`config.mk`:
```
export PLATFORM = sky130hd
export DESIGN_NAME = spc_port
export DESIGN_NICKNAME = d
export VERILOG_FILES = /design/src/spc_port.v
export VERILOG_INCLUDE_DIRS = /design/src
export SDC_FILE = /design/constraint.sdc
export NUM_CORES = 1
export LEC_CHECK = 0
export ABC_AREA = 1
export BUFFER_PORTS_ARGS = -buffer_cell sky130_fd_sc_hd__buf_4
export CAP_MARGIN = 20
export CELL_PAD_IN_SITES_DETAIL_PLACEMENT = 1
export CELL_PAD_IN_SITES_GLOBAL_PLACEMENT = 2
export CORE_ASPECT_RATIO = 0.9
export CORE_MARGIN = 2
export CORE_UTILIZATION = 37
export DETAILED_ROUTE_END_ITERATION = 10
export PLACE_DENSITY = 0.9
export SYNTH_ARGS = -nofsm -noshare
export SYNTH_HDL_FRONTEND = slang
export SYNTH_SLANG_ARGS = --single-unit
```
`constraint.sdc`:
```
create_clock -name clk_i -period 11.9 [get_ports clk_i]
set_input_delay 1.785 -clock clk_i [delete_from_list [all_inputs] [get_ports clk_i]]
set_output_delay 1.785 -clock clk_i [all_outputs]
set_load 0.005 [all_outputs]
```
`src/spc_map.vh`:
```
/*
 * Register offsets, field positions, reset values and timing constants of the
 * serial port.
 * Assumes it is included by its bare name by the serial port core.
 */
`ifndef SPC_MAP_VH
`define SPC_MAP_VH

// Register addresses on the plain register port.
`define SPC_ADDR_W        4
`define SPC_OFS_STAT      4'h0
`define SPC_OFS_CFG_A     4'h1
`define SPC_OFS_CFG_B     4'h2
`define SPC_OFS_DATA      4'h3

// Status and control register fields.
`define SPC_ST_EN         15
`define SPC_ST_ROV        6
`define SPC_ST_TBF        1
`define SPC_ST_RBF        0

// Configuration register A fields.
`define SPC_A_SCKDIS      12
`define SPC_A_SDODIS      11
`define SPC_A_W16         10
`define SPC_A_SMP         9
`define SPC_A_EDGE        8
`define SPC_A_SLAVE_SELECT_PIN_ENABLE        7
`define SPC_A_CPOL        6
`define SPC_A_MST         5
`define SPC_A_MASK        16'h1FFF

// Configuration register B fields.
`define SPC_B_FRM         15
`define SPC_B_FSDIR       14
`define SPC_B_FSPOL       13
`define SPC_B_FSLATE      1
`define SPC_B_MASK        16'hE002

// Reset value of every register.
`define SPC_RST_VAL       16'h0000

// Frame sync pulse length in serial bit times.
`define SPC_FS_BITS       1

`endif

```
`src/spc_port.v`:
```
/*
 * Serial peripheral port with two configuration registers, a status register
 * and a data buffer, reached over a plain register port.
 * Assumes a single 50 MHz clock, a synchronous active-high reset, and pin
 * inputs that arrive asynchronously and are synchronised here.
 */
// Notes on behaviour
// [RL1] Master with clock disable leaves clock pin alone.
// [RL2] Data-out disable releases the data pin.
// [RL3] Word width selects sixteen or eight bits.
// [RL4] Master samples at period end or middle.
// [RL5] Software clears sample phase in slave.
// [RL6] Edge select picks which clock edge shifts.
// [RL7] Slave select pin used only when enabled.
// [RL8] Clock polarity sets idle and active levels.
// [RL9] Master select chooses clock generation role.
// [RL10] Secondary prescale ratio is eight minus code.
// [RL11] Primary prescale gives 1, 4, 16, 64.
// [RL12] Software never sets both prescales 1:1.
// [RL13] Software writes edge select zero when framed.
// [RL14] Software clears select enable when framed.
// [RL15] Framed mode uses select pin as sync.
// [RL16] Sync direction picks input or output.
// [RL17] Sync polarity picks active high or low.
// [RL18] Sync coincides with or precedes first bit.
// [RL19] Software never sets config B bit zero.
// [RL20] Unimplemented bits read back as zero.
// [RL21] Enable activates port and claims pins.
// [RL22] Unread receive data makes new data overflow.
// [RL23] Data write sets transmit full; load clears.
// [RL24] Receive load sets full; data read clears.
// [RL25] Master clock is clock over twice the prescale product.
// [RL26] Slave ignores prescale, uses external clock.
`timescale 1ns/1ps
`include "spc_map.vh"

module spc_port
(
	input  wire        clk_i,         // System clock.
	input  wire        srst_i,        // Synchronous reset, active high.
	input  wire [3:0]  addr_i,        // Register address.
	input  wire [15:0] wdata_i,       // Write data.
	input  wire        wr_i,          // Write strobe.
	input  wire        rd_i,          // Read strobe.
	output reg  [15:0] rdata_o,       // Read data, valid the cycle after rd_i.
	input  wire        sck_i,         // Serial clock pin input.
	output reg         sck_o,         // Serial clock pin output.
	output wire        sck_oe_n_o,    // Serial clock pin enable, low drives.
	input  wire        sdi_i,         // Serial data input pin.
	output reg         sdo_o,         // Serial data output pin.
	output wire        sdo_oe_n_o,    // Serial data output enable, low drives.
	input  wire        ss_i,          // Select or frame sync pin input.
	output reg         ss_o,          // Frame sync pin output.
	output wire        ss_oe_n_o      // Frame sync pin enable, low drives.
);

	// One-hot transfer states.
	localparam [2:0] ST_IDLE = 3'b001;
	localparam [2:0] ST_SYNC = 3'b010;
	localparam [2:0] ST_XFER = 3'b100;

	// Software-visible registers.
	reg        en_q;                   // Module enable.
	reg        rov_q;                  // Receive overflow flag.
	reg        tbf_q;                  // Transmit buffer full.
	reg        rbf_q;                  // Receive buffer full.
	reg [15:0] cfga_q;                 // Configuration register A.
	reg [15:0] cfgb_q;                 // Configuration register B.
	reg [15:0] txb_q;                  // Transmit buffer.
	reg [15:0] rxb_q;                  // Receive buffer.

	// Shift engine.
	reg [2:0]  st_q;                   // Transfer state.
	reg [15:0] sr_q;                   // Shift register.
	reg [4:0]  bit_q;                  // Bit edges remaining.
	reg        ph_q;                   // Master half period: 0 leading, 1 trailing.
	reg        smp_q;                  // Captured input bit awaiting the next shift.
	reg [8:0]  div_q;                  // Prescale divider counter.
	reg        done_q;                 // One-cycle pulse: a word is received.

	// Pin synchronisers, two flops each.
	reg [1:0]  sck_s_q;
	reg [1:0]  sdi_s_q;
	reg [1:0]  ss_s_q;
	reg        sck_d1_q;               // Delayed synchronised clock for edge finding.
	reg        fs_d1_q;                // Delayed frame sync level.

	// Decoded configuration bits.
	wire mst    = cfga_q[`SPC_A_MST];
	wire cpol   = cfga_q[`SPC_A_CPOL];
	wire edge1  = cfga_q[`SPC_A_EDGE];
	wire w16    = cfga_q[`SPC_A_W16];
	wire input_sample_phase    = cfga_q[`SPC_A_SMP];
	wire frm    = cfgb_q[`SPC_B_FRM];
	wire fsdir  = cfgb_q[`SPC_B_FSDIR];
	wire fspol  = cfgb_q[`SPC_B_FSPOL];
	wire fslate = cfgb_q[`SPC_B_FSLATE];
	// Framed operation ignores edge select, so it behaves as zero.
	wire cke    = edge1 & ~frm;

	// Bit count for the selected width.
	function [4:0] width_bits;
		input w;
		begin
			width_bits = w ? 5'd16 : 5'd8; // RL3
		end
	endfunction

	// Half period in system cycles: primary ratio times secondary ratio.
	function [8:0] half_div;
		input [1:0] pp;
		input [2:0] sp;
		reg   [6:0] pr;
		reg   [3:0] sr;
		begin
			pr = 7'd1;
			sr = 4'd8 - {1'b0, sp}; // RL10
			case (pp)
				2'b11: pr = 7'd1; // RL11
				2'b10: pr = 7'd4;
				2'b01: pr = 7'd16;
				default: pr = 7'd64;
			endcase
			half_div = {2'b00, pr} * {5'b0, sr};
		end
	endfunction

	wire [8:0] ratio = half_div(cfga_q[1:0], cfga_q[4:2]);
	// One-cycle enable each serial half period; a 1:1 product ticks every cycle.
	wire       tick  = (div_q >= ratio - 9'd1) || (ratio == 9'd1); // RL25

	// Slave clock edges on the synchronised pin.
	wire sck_s   = sck_s_q[1];
	wire s_lead  = (sck_s != sck_d1_q) && (sck_s != cpol); // idle-to-active
	wire s_trail = (sck_s != sck_d1_q) && (sck_s == cpol); // active-to-idle
	// Slave select: active low and honoured only when enabled.
	wire ss_ok   = ~cfga_q[`SPC_A_SLAVE_SELECT_PIN_ENABLE] | ~ss_s_q[1]; // RL7
	// Frame sync input asserted level and its leading edge.
	wire fs_in   = (ss_s_q[1] == fspol);  // RL17
	wire fs_rise = fs_in & ~fs_d1_q;

	// Leading and trailing edges of the clock that drives the shift.
	wire e_lead  = mst ? (tick & ~ph_q) : (s_lead & ss_ok);   // RL26
	wire e_trail = mst ? (tick & ph_q)  : (s_trail & ss_ok);
	// Shift out on one edge, capture on the other.
	wire e_shift = cke ? e_trail : e_lead; // RL6
	wire e_cap   = cke ? e_lead : e_trail;

	wire [4:0] nbits = width_bits(w16);
	wire       rd_data = rd_i && (addr_i == `SPC_OFS_DATA);
	wire       wr_data = wr_i && (addr_i == `SPC_OFS_DATA);
	wire       start_ok = en_q & tbf_q & (st_q == ST_IDLE);

	// Pins belong to the port only while it is enabled.
	assign sck_oe_n_o = ~(en_q & mst & ~cfga_q[`SPC_A_SCKDIS]); // RL1 RL9 RL21
	assign sdo_oe_n_o = ~(en_q & ~cfga_q[`SPC_A_SDODIS]);       // RL2 RL21
	assign ss_oe_n_o  = ~(en_q & frm & ~fsdir);                 // RL15 RL16

	// Synchronise every pin input before use.
	always @(posedge clk_i)
	begin
		if (srst_i)
		begin
			sck_s_q  <= 2'b00;
			sdi_s_q  <= 2'b00;
			ss_s_q   <= 2'b11;
			sck_d1_q <= 1'b0;
			fs_d1_q  <= 1'b0;
		end
		else
		begin
			sck_s_q  <= {sck_s_q[0], sck_i};
			sdi_s_q  <= {sdi_s_q[0], sdi_i};
			ss_s_q   <= {ss_s_q[0], ss_i};
			sck_d1_q <= sck_s_q[1];
			fs_d1_q  <= fs_in;
		end
	end

	// Prescale divider runs only in master mode while a transfer is active.
	always @(posedge clk_i)
	begin
		if (srst_i || !mst || st_q == ST_IDLE || tick)
			div_q <= 9'd0;
		else
			div_q <= div_q + 9'd1;
	end

	// Register writes, buffer flags and the shift engine.
	always @(posedge clk_i)
	begin
		if (srst_i)
		begin
			en_q   <= 1'b0;
			rov_q  <= 1'b0;
			tbf_q  <= 1'b0;
			rbf_q  <= 1'b0;
			cfga_q <= `SPC_RST_VAL;
			cfgb_q <= `SPC_RST_VAL;
			txb_q  <= `SPC_RST_VAL;
			rxb_q  <= `SPC_RST_VAL;
			st_q   <= ST_IDLE;
			sr_q   <= 16'h0000;
			bit_q  <= 5'd0;
			ph_q   <= 1'b0;
			smp_q  <= 1'b0;
			done_q <= 1'b0;
			sck_o  <= 1'b0;
			sdo_o  <= 1'b0;
			ss_o   <= 1'b1;
		end
		else
		begin
			done_q <= 1'b0;
			// Configuration writes; unimplemented bits are never stored.
			if (wr_i && addr_i == `SPC_OFS_STAT)
			begin
				en_q <= wdata_i[`SPC_ST_EN]; // RL21
				if (!wdata_i[`SPC_ST_ROV])
					rov_q <= 1'b0;
			end
			if (wr_i && addr_i == `SPC_OFS_CFG_A)
				cfga_q <= wdata_i & `SPC_A_MASK; // RL20
			if (wr_i && addr_i == `SPC_OFS_CFG_B)
				cfgb_q <= wdata_i & `SPC_B_MASK; // RL20
			// Transmit buffer write marks it full.
			if (wr_data)
			begin
				txb_q <= wdata_i;
				tbf_q <= 1'b1; // RL23
			end
			// Reading the data buffer empties the receive side.
			if (rd_data)
				rbf_q <= 1'b0; // RL24
			// A completed word: load the buffer or flag overflow; set wins clear.
			if (done_q)
			begin
				if (rbf_q)
					rov_q <= 1'b1; // RL22
				else
				begin
					rxb_q <= sr_q;
					rbf_q <= 1'b1; // RL24
				end
			end
			// Idle clock level follows polarity.
			if (st_q == ST_IDLE)
				sck_o <= cpol; // RL8
			if (!en_q)
			begin
				st_q <= ST_IDLE;
				ss_o <= ~fspol;
			end
			else
			begin
				case (st_q)
					ST_IDLE:
					begin
						ss_o <= ~fspol; // RL17
						ph_q <= 1'b0;
						// Master or any port not taking sync input starts on data; framed slave with sync input waits.
						if (start_ok && (mst || !frm || !fsdir))
						begin
							sr_q  <= w16 ? txb_q : {txb_q[7:0], 8'h00};
							tbf_q <= wr_data; // RL23
							bit_q <= nbits;
							if (!cke)
								sdo_o <= 1'b0;
							else
								sdo_o <= w16 ? txb_q[15] : txb_q[7];
							if (frm && !fsdir && !fslate)
							begin
								ss_o <= fspol; // RL18
								st_q <= ST_SYNC;
							end
							else
							begin
								if (frm && !fsdir)
									ss_o <= fspol; // RL18
								st_q <= ST_XFER;
							end
						end
						else if (frm && fsdir && fs_rise && start_ok)
						begin
							sr_q  <= w16 ? txb_q : {txb_q[7:0], 8'h00}; // RL16
							tbf_q <= wr_data;
							bit_q <= nbits;
							sdo_o <= w16 ? txb_q[15] : txb_q[7];
							st_q  <= ST_XFER;
						end
					end
					ST_SYNC:
					begin
						// Early sync holds one bit time before the first clock.
						if (tick)
						begin
							ph_q <= ~ph_q;
							if (ph_q)
							begin
								ss_o <= ~fspol;
								st_q <= ST_XFER;
							end
						end
					end
					ST_XFER:
					begin
						if (mst && tick)
						begin
							ph_q  <= ~ph_q;
							sck_o <= ph_q ? cpol : ~cpol; // RL8
							if (ph_q)
								ss_o <= ~fspol;
						end
						// The input bit is held apart so that it never overwrites a bit
						// that is still to be sent; a master with late sampling takes it
						// at the end of the output period instead of the middle.
						if ((mst && input_sample_phase) ? e_shift : e_cap)
							smp_q <= sdi_s_q[1]; // RL4
						// Each shift edge sends one bit and moves the held input in.
						if (e_shift && bit_q != 5'd0)
						begin
							bit_q <= bit_q - 5'd1;
							sr_q  <= {sr_q[14:0], smp_q};
							sdo_o <= cke ? sr_q[14] : sr_q[15]; // RL6
						end
						// Leading-edge output: the last capture edge ends the word and
						// its bit goes straight in. Trailing-edge output ends at once.
						if (!cke && bit_q == 5'd0 && e_cap)
						begin
							sr_q   <= {sr_q[14:0], sdi_s_q[1]}; // RL3
							done_q <= 1'b1;
							st_q   <= ST_IDLE;
						end
						else if (cke && bit_q == 5'd0)
						begin
							done_q <= 1'b1;
							st_q   <= ST_IDLE;
						end
					end
					default: st_q <= ST_IDLE;
				endcase
			end
		end
	end

	// Registered read data, one cycle after the read strobe.
	always @(posedge clk_i)
	begin
		if (srst_i)
			rdata_o <= 16'h0000;
		else if (rd_i)
		begin
			case (addr_i)
				`SPC_OFS_STAT:  rdata_o <= {en_q, 8'h00, rov_q, 4'h0, tbf_q, rbf_q};
				`SPC_OFS_CFG_A: rdata_o <= cfga_q; // RL20
				`SPC_OFS_CFG_B: rdata_o <= cfgb_q; // RL20
				`SPC_OFS_DATA:  rdata_o <= w16 ? rxb_q : {8'h00, rxb_q[7:0]};
				default:        rdata_o <= 16'h0000;
			endcase
		end
	end

endmodule

```
Word-level counts from Yosys, hierarchy flattened
Cells that the tools add are included.
{"block": "classes", "add_sub_neg": 4, "mul": 1, "n_div": 0, "magnitude_cmp": 1, "eq_ne": 24, "shift": 0, "mux": 64, "bitwise_logic": 30, "reduce_logical": 44}
{"cell": "two-way mux 16 bit", "n": 6}
{"cell": "one-hot mux 16 bit (4 select lines)", "n": 1}
{"cell": "two-way mux 1 bit", "n": 39}
{"cell": "one-hot mux 16 bit (2 select lines)", "n": 1}
{"cell": "two-way mux 3 bit", "n": 7}
{"cell": "one-hot mux 7 bit (3 select lines)", "n": 1}
{"cell": "two-way mux 5 bit", "n": 4}
{"cell": "logical AND 1 bit", "n": 19}
{"cell": "inverter 1 bit", "n": 16}
{"cell": "AND reduction 4 bit", "n": 4}
{"cell": "bitwise AND 1 bit", "n": 13}
{"cell": "inequality test 3 bit, second input constant", "n": 4}
{"cell": "one-hot mux 5 bit (2 select lines)", "n": 1}
{"cell": "adder 9 x 1 -> 9 bit, second input constant", "n": 1}
{"cell": "equality test 9 x 1 -> 1 bit, second input constant", "n": 1}
{"cell": ">= comparator 9 bit", "n": 1}
{"cell": "multiplier 7 x 4 -> 9 bit", "n": 1}
{"cell": "one-hot mux 3 bit (3 select lines)", "n": 1}
{"cell": "subtractor 9 x 1 -> 9 bit, second input constant", "n": 1}
{"cell": "equality test 4 x 2 -> 1 bit, second input constant", "n": 2}
{"cell": "inequality test 2 bit, second input constant", "n": 4}
{"cell": "logical OR 1 bit", "n": 6}
{"cell": "one-hot mux 1 bit (3 select lines)", "n": 2}
{"cell": "AND reduction 3 bit", "n": 2}
{"cell": "23 further kinds", "n": 30}
{"block": "totals", "reg_bits": 116, "latchBits": 0, "mem_bits_rw": 0, "rom_bits": 0, "input_bits": 27, "output_inout_bits": 22, "word_cells": 192, "memories": 0}

Longest topological paths before layout
{"block": "logic_depth", "depth_word": 13, "depth_mapped": 31, "mapped_depth_nobuf": 31}

Worst setup path before layout
Ideal clock, no wire load.
{"block": "synth_path", "path_kind": "register to register", "start": "reg cfga_q[2]", "end": "reg sr_q[15]", "setup_ns": 0.114, "arrival_ns": 4.044, "required_time_ns": 11.786, "slack_ns": 7.742, "stages_incl_launch_ff": 26, "n_path_buf": 1, "synth_period_minus_slack_ns": 4.158, "cell_sequence": "dfxtp_1 -> inv_1 -> ha_1 -> inv_1 -> nor2_1 -> ha_1 -> inv_1 -> fa_1 -> inv_1 -> ha_1 -> nor3_1 -> nand3_1 -> xnor2_1 -> ha_1 -> a21o_1 -> nor2_1 -> nand3_1 -> nor2_4 -> nand2_4 -> nand3_1 -> nand3_2 -> nand3_4 -> nand3_4 -> buf_8 -> nor2_1 -> nor2_2"}
{"block": "synth_via", "elab_chain_len": 11, "word_cells_on_any_way": 18, "cone_classes": "add/sub: 2; mul: 1; order compare: 1; eq/ne: 2; mux: 6; bitwise: 2; reduce/logical: 4"}
{"element": "from (decl)", "line": "spc_port.v:67", "rtl": "reg [15:0] cfga_q;"}
{"element": "from (signal assigned)", "line": "spc_port.v:198", "rtl": "cfga_q <= `SPC_RST_VAL;"}
{"element": "from (signal assigned)", "line": "spc_port.v:223", "rtl": "cfga_q <= wdata_i & `SPC_A_MASK;"}
{"element": "subtractor 4 x 3 -> 4 bit (*)", "line": "spc_port.v:117", "rtl": "sr = 4'd8 - {1'b0, sp};"}
{"element": "multiplier 7 x 4 -> 9 bit (*)", "line": "spc_port.v:124", "rtl": "half_div = {2'b00, pr} * {5'b0, sr};"}
{"element": "subtractor 9 x 1 -> 9 bit", "line": "spc_port.v:130", "rtl": "wire tick = (div_q >= ratio - 9'd1) || (ratio == 9'd1);"}
{"element": ">= comparator 9 bit", "line": "spc_port.v:130"}
{"element": "logical OR 1 bit (*)", "line": "spc_port.v:130"}
{"element": "bitwise AND 1 bit, on equally long branches", "line": "spc_port.v:143, spc_port.v:144"}
{"element": "two-way mux 1 bit, on equally long branches", "line": "spc_port.v:143, spc_port.v:144"}
{"element": "two-way mux 1 bit, on equally long branches", "line": "spc_port.v:146, spc_port.v:147"}
{"element": "logical AND 1 bit, on equally long branches", "line": "spc_port.v:320, spc_port.v:328"}
{"element": "inequality test 3 bit (no line) or two-way mux 16 bit (tied branches)"}
{"element": "AND reduction 4 bit (no line) or one-hot mux 16 bit (2 select lines) (tied branches)"}
{"element": "to (signal assigned)", "line": "spc_port.v:285", "rtl": "sr_q <= w16 ? txb_q : {txb_q[7:0], 8'h00};"}
{"element": "to (signal assigned)", "line": "spc_port.v:323", "rtl": "sr_q <= {sr_q[14:0], smp_q};"}
{"element": "to (signal assigned)", "line": "spc_port.v:330", "rtl": "sr_q <= {sr_q[14:0], sdi_s_q[1]};"}
{"element": "to (decl)", "line": "spc_port.v:74", "rtl": "reg [15:0] sr_q;"}
Every way passes the cells marked *; elsewhere a longest branch is shown, timed or not.
A chain may end at the register's enable or synchronous reset.

Final worst setup path
{"block": "layout_path", "start": "reg cfga_q[2]", "end": "reg sr_q[13]"}
Same word-level chain as after synthesis.

==> impl_metrics.json <==
{
  "syn_inst": 859,
  "hold_buffers": 0,
  "switchingPower_w": 0.000227,
  "n_fill_cell": 2036,
  "synth_warnings": 0,
  "min_period_over_period": 0.394,
  "cp.required_ns": 12.25,
  "first_pass_iters": 4,
  "area_growth_pct": 18.2,
  "nets": 947,
  "fin_cells": 1116,
  "outcome": "finished, final reports clean",
  "synth_top_family_by_area": "simple AND/OR/NAND/NOR gates",
  "dieHeight_um": 126,
  "drv_cap": 0,
  "clock_tree.root_cell": "clkbuf_16",
  "vias": 5597,
  "synthXorXnorAreaFrac": 0.0258,
  "power_density_nw_per_um2": 139,
  "combPwrFrac": 0.049,
  "cp-end-kind": "flop",
  "clock_latency_ns": 0.42,
  "ys.flop_type": "dfxtp_1",
  "fin_ws_ns": 7.21,
  "grt_pass1_wl_um": 30000,
  "p_int_w": 0.000777,
  "antenna_found_initial": 1,
  "dp_worst_setup_slack_ns": 7.25,
  "r2r_slack_ns": 7.21,
  "cts_max_level": 4,
  "synth_compound_area_frac": 0.148,
  "worstPathMaxFanout": 28,
  "overflow": 0,
  "grt_pass1_vias": 5599,
  "track_usage": 0.217,
  "crit_path_top_delay_cell": "fa_1",
  "drc": 0,
  "final_cell_mix": "161 x nand2_1, 116 x dfxtp_1, 110 x inv_1, 104 x nor2_1, 74 x o21ai_0",
  "n_antenna_cell": 0,
  "post_cts_resized": 0,
  "start_util": 0.378,
  "hold_viol": 0,
  "yosysSeqAreaShare": 0.381,
  "relSlewSlack": 0.384,
  "crit_type": "reg2reg",
  "start_kind": "flop",
  "coreArea_um2": 16100,
  "cts_tree": "built",
  "fin_setup_tns_ns": 0,
  "final_common_cell": "nand2_1",
  "drt-total-wl_um": 18300,
  "switching_share": 0.226,
  "synthAdderAreaFrac": 0.0517,
  "yosys.area_share.simple": 0.291,
  "ant_nets": 0,
  "min_path_type": "reg2reg",
  "path_clk_slew_ns": 0.06,
  "period_needed_ns": 4.69,
  "synth-edff-count": 0,
  "num_rows": 44,
  "synth.distinct_cells": 48,
  "dp_cells": 1084,
  "final.setup_skew_ns": 0.00945,
  "regArea_um2": 2320,
  "syn-num-nets": 910,
  "slew_violations": 0,
  "max_freq_mhz": 213,
  "drive_gt1_frac": 0.156,
  "peakVddDrop_mv": 0.102,
  "cp_slowest_stage_delay_ns": 0.49,
  "rsz0062_at_grt": "no",
  "dpl.hpwl_um": 13500,
  "postCtsSetupBuffers": 0,
  "place_area_um2": 6570,
  "cts_buffers": 17,
  "clockBufferDepth": 2,
  "worst_pin_slew_ns": 0.921,
  "io_pins": 49,
  "avgViaCountPerCell": 5.02,
  "seqPwrFrac": 0.394,
  "finalSetupViolCount": 0,
  "fin_area_um2": 7210,
  "synth.area.mux_share": 0,
  "multi_input_comb_area_um2": 3160,
  "cts.sinks": 116,
  "first_iter_violations": 293,
  "place.gp.congestion": 0.802,
  "syn_area_um2": 6100,
  "die_w_um": 139,
  "io_buffers": 48,
  "drt-wirelength-per-cell_um": 16.4,
  "leakage_nw": 2.96,
  "syn_area_per_cell_um2": 7.10,
  "dieArea_um2": 17500,
  "worst_ep_arrival_time_ns": 5.05,
  "synth_seq_cells": 116,
  "grt_max_degree": 71,
  "async_flop_share": 0,
  "p_clk_frac": 0.557
}
## worst max-delay path, delay by kind of cell (launching register included)
family,cells,cell delay (ns)
fa+ha+maj,5,1.63
simple gates,14,2.03
compound gates,1,0.19
xor+xnor,1,0.14
flops,1,0.34
buf+inv,4,0.30
## final timing paths
check	end	depth (start not counted)	start
setup / recovery	sr_q[13]	25	cfga_q[2]
hold / removal	sck_s_q[1]	2	sck_s_q[0]
setup reg to reg	sr_q[13]	25	cfga_q[2]
hold reg to reg	sck_s_q[1]	2	sck_s_q[0]
## layer usage
metal | vias to the layer above | wire length [µm] | track usage
li1 | 2831 | - | -
met1 | 2640 | 8820 | 0.296
met2 | 101 | 8220 | 0.338
met3 | 25 | 817 | 0.0502
met4 | 0 | 428 | 0.0749
met5 | - | 0 | 0
## metrics by stage
stage / hold WS [ns] / power (W) / utilization
2_1_floorplan: 0.388 / 0.000433 / -
3_3_place_gp: 0.395 / 0.000452 / 0.407
3_5_place_dp: 0.403 / 0.000452 / 0.407
4_1_cts: 0.414 / 0.00101 / 0.447
5_1_grt: 0.436 / 0.00104 / 0.447
6_report: 0.409 / 0.00100 / 0.447
## flip-flops by register name, indices dropped and copies added, names as in the netlist, 2 cells and up
register  cells
rdata_o      16
rxb_q        16
sr_q         16
txb_q        16
cfga_q       13
div_q         9
bit_q         5
cfgb_q        4
st_q          3
sck_s_q       2
sdi_s_q       2
ss_s_q        2
## power groups by stage
stage	Sequential [W]	Clock [W]	Combinational [W]
floorplan	0.000403	0	0.0000302
global placement	0.000404	0	0.0000482
detailed placement	0.000404	0	0.0000483
CTS	0.000395	0.000568	0.0000489
global route	0.000396	0.000586	0.0000542
finish	0.000395	0.000559	0.0000487
## logic make-up after synthesis
family                   Yosys count
flip-flops                       116
XOR/XNOR                          18
buffers and inverters            151
adder cells (fa/ha/maj)           24
AND/OR/NAND/NOR                  383
AO/OA/AOI/OAI                    167
## Yosys cell counts (5+ instances only)
cell type	number	area, µm²
a21oi_1	69	345
clkbuf_1	22	82.6
dfxtp_1	116	2320
ha_1	22	275
inv_1	111	417
inv_2	5	18.8
nand2_1	161	604
nand2_2	21	131
nand3_1	39	195
nand4_1	9	56.3
nor2_1	104	390
nor2_2	11	68.8
nor3_1	10	50.1
o21ai_0	74	370
o221ai_1	8	70.1
xnor2_1	7	61.3
xor2_1	11	96.3
## layout make-up
cell class	instances	share of cell area
Multi-Input combinational cell	592	0.438
Sequential cell	116	0.322
Clock buffer	21	0.0652
Inverter	118	0.0614
Timing Repair Buffer	51	0.0531
Tap cell	207	0.0359
Clock inverter	11	0.0239
No activity file was read; power rests on OpenSTA's default activity.
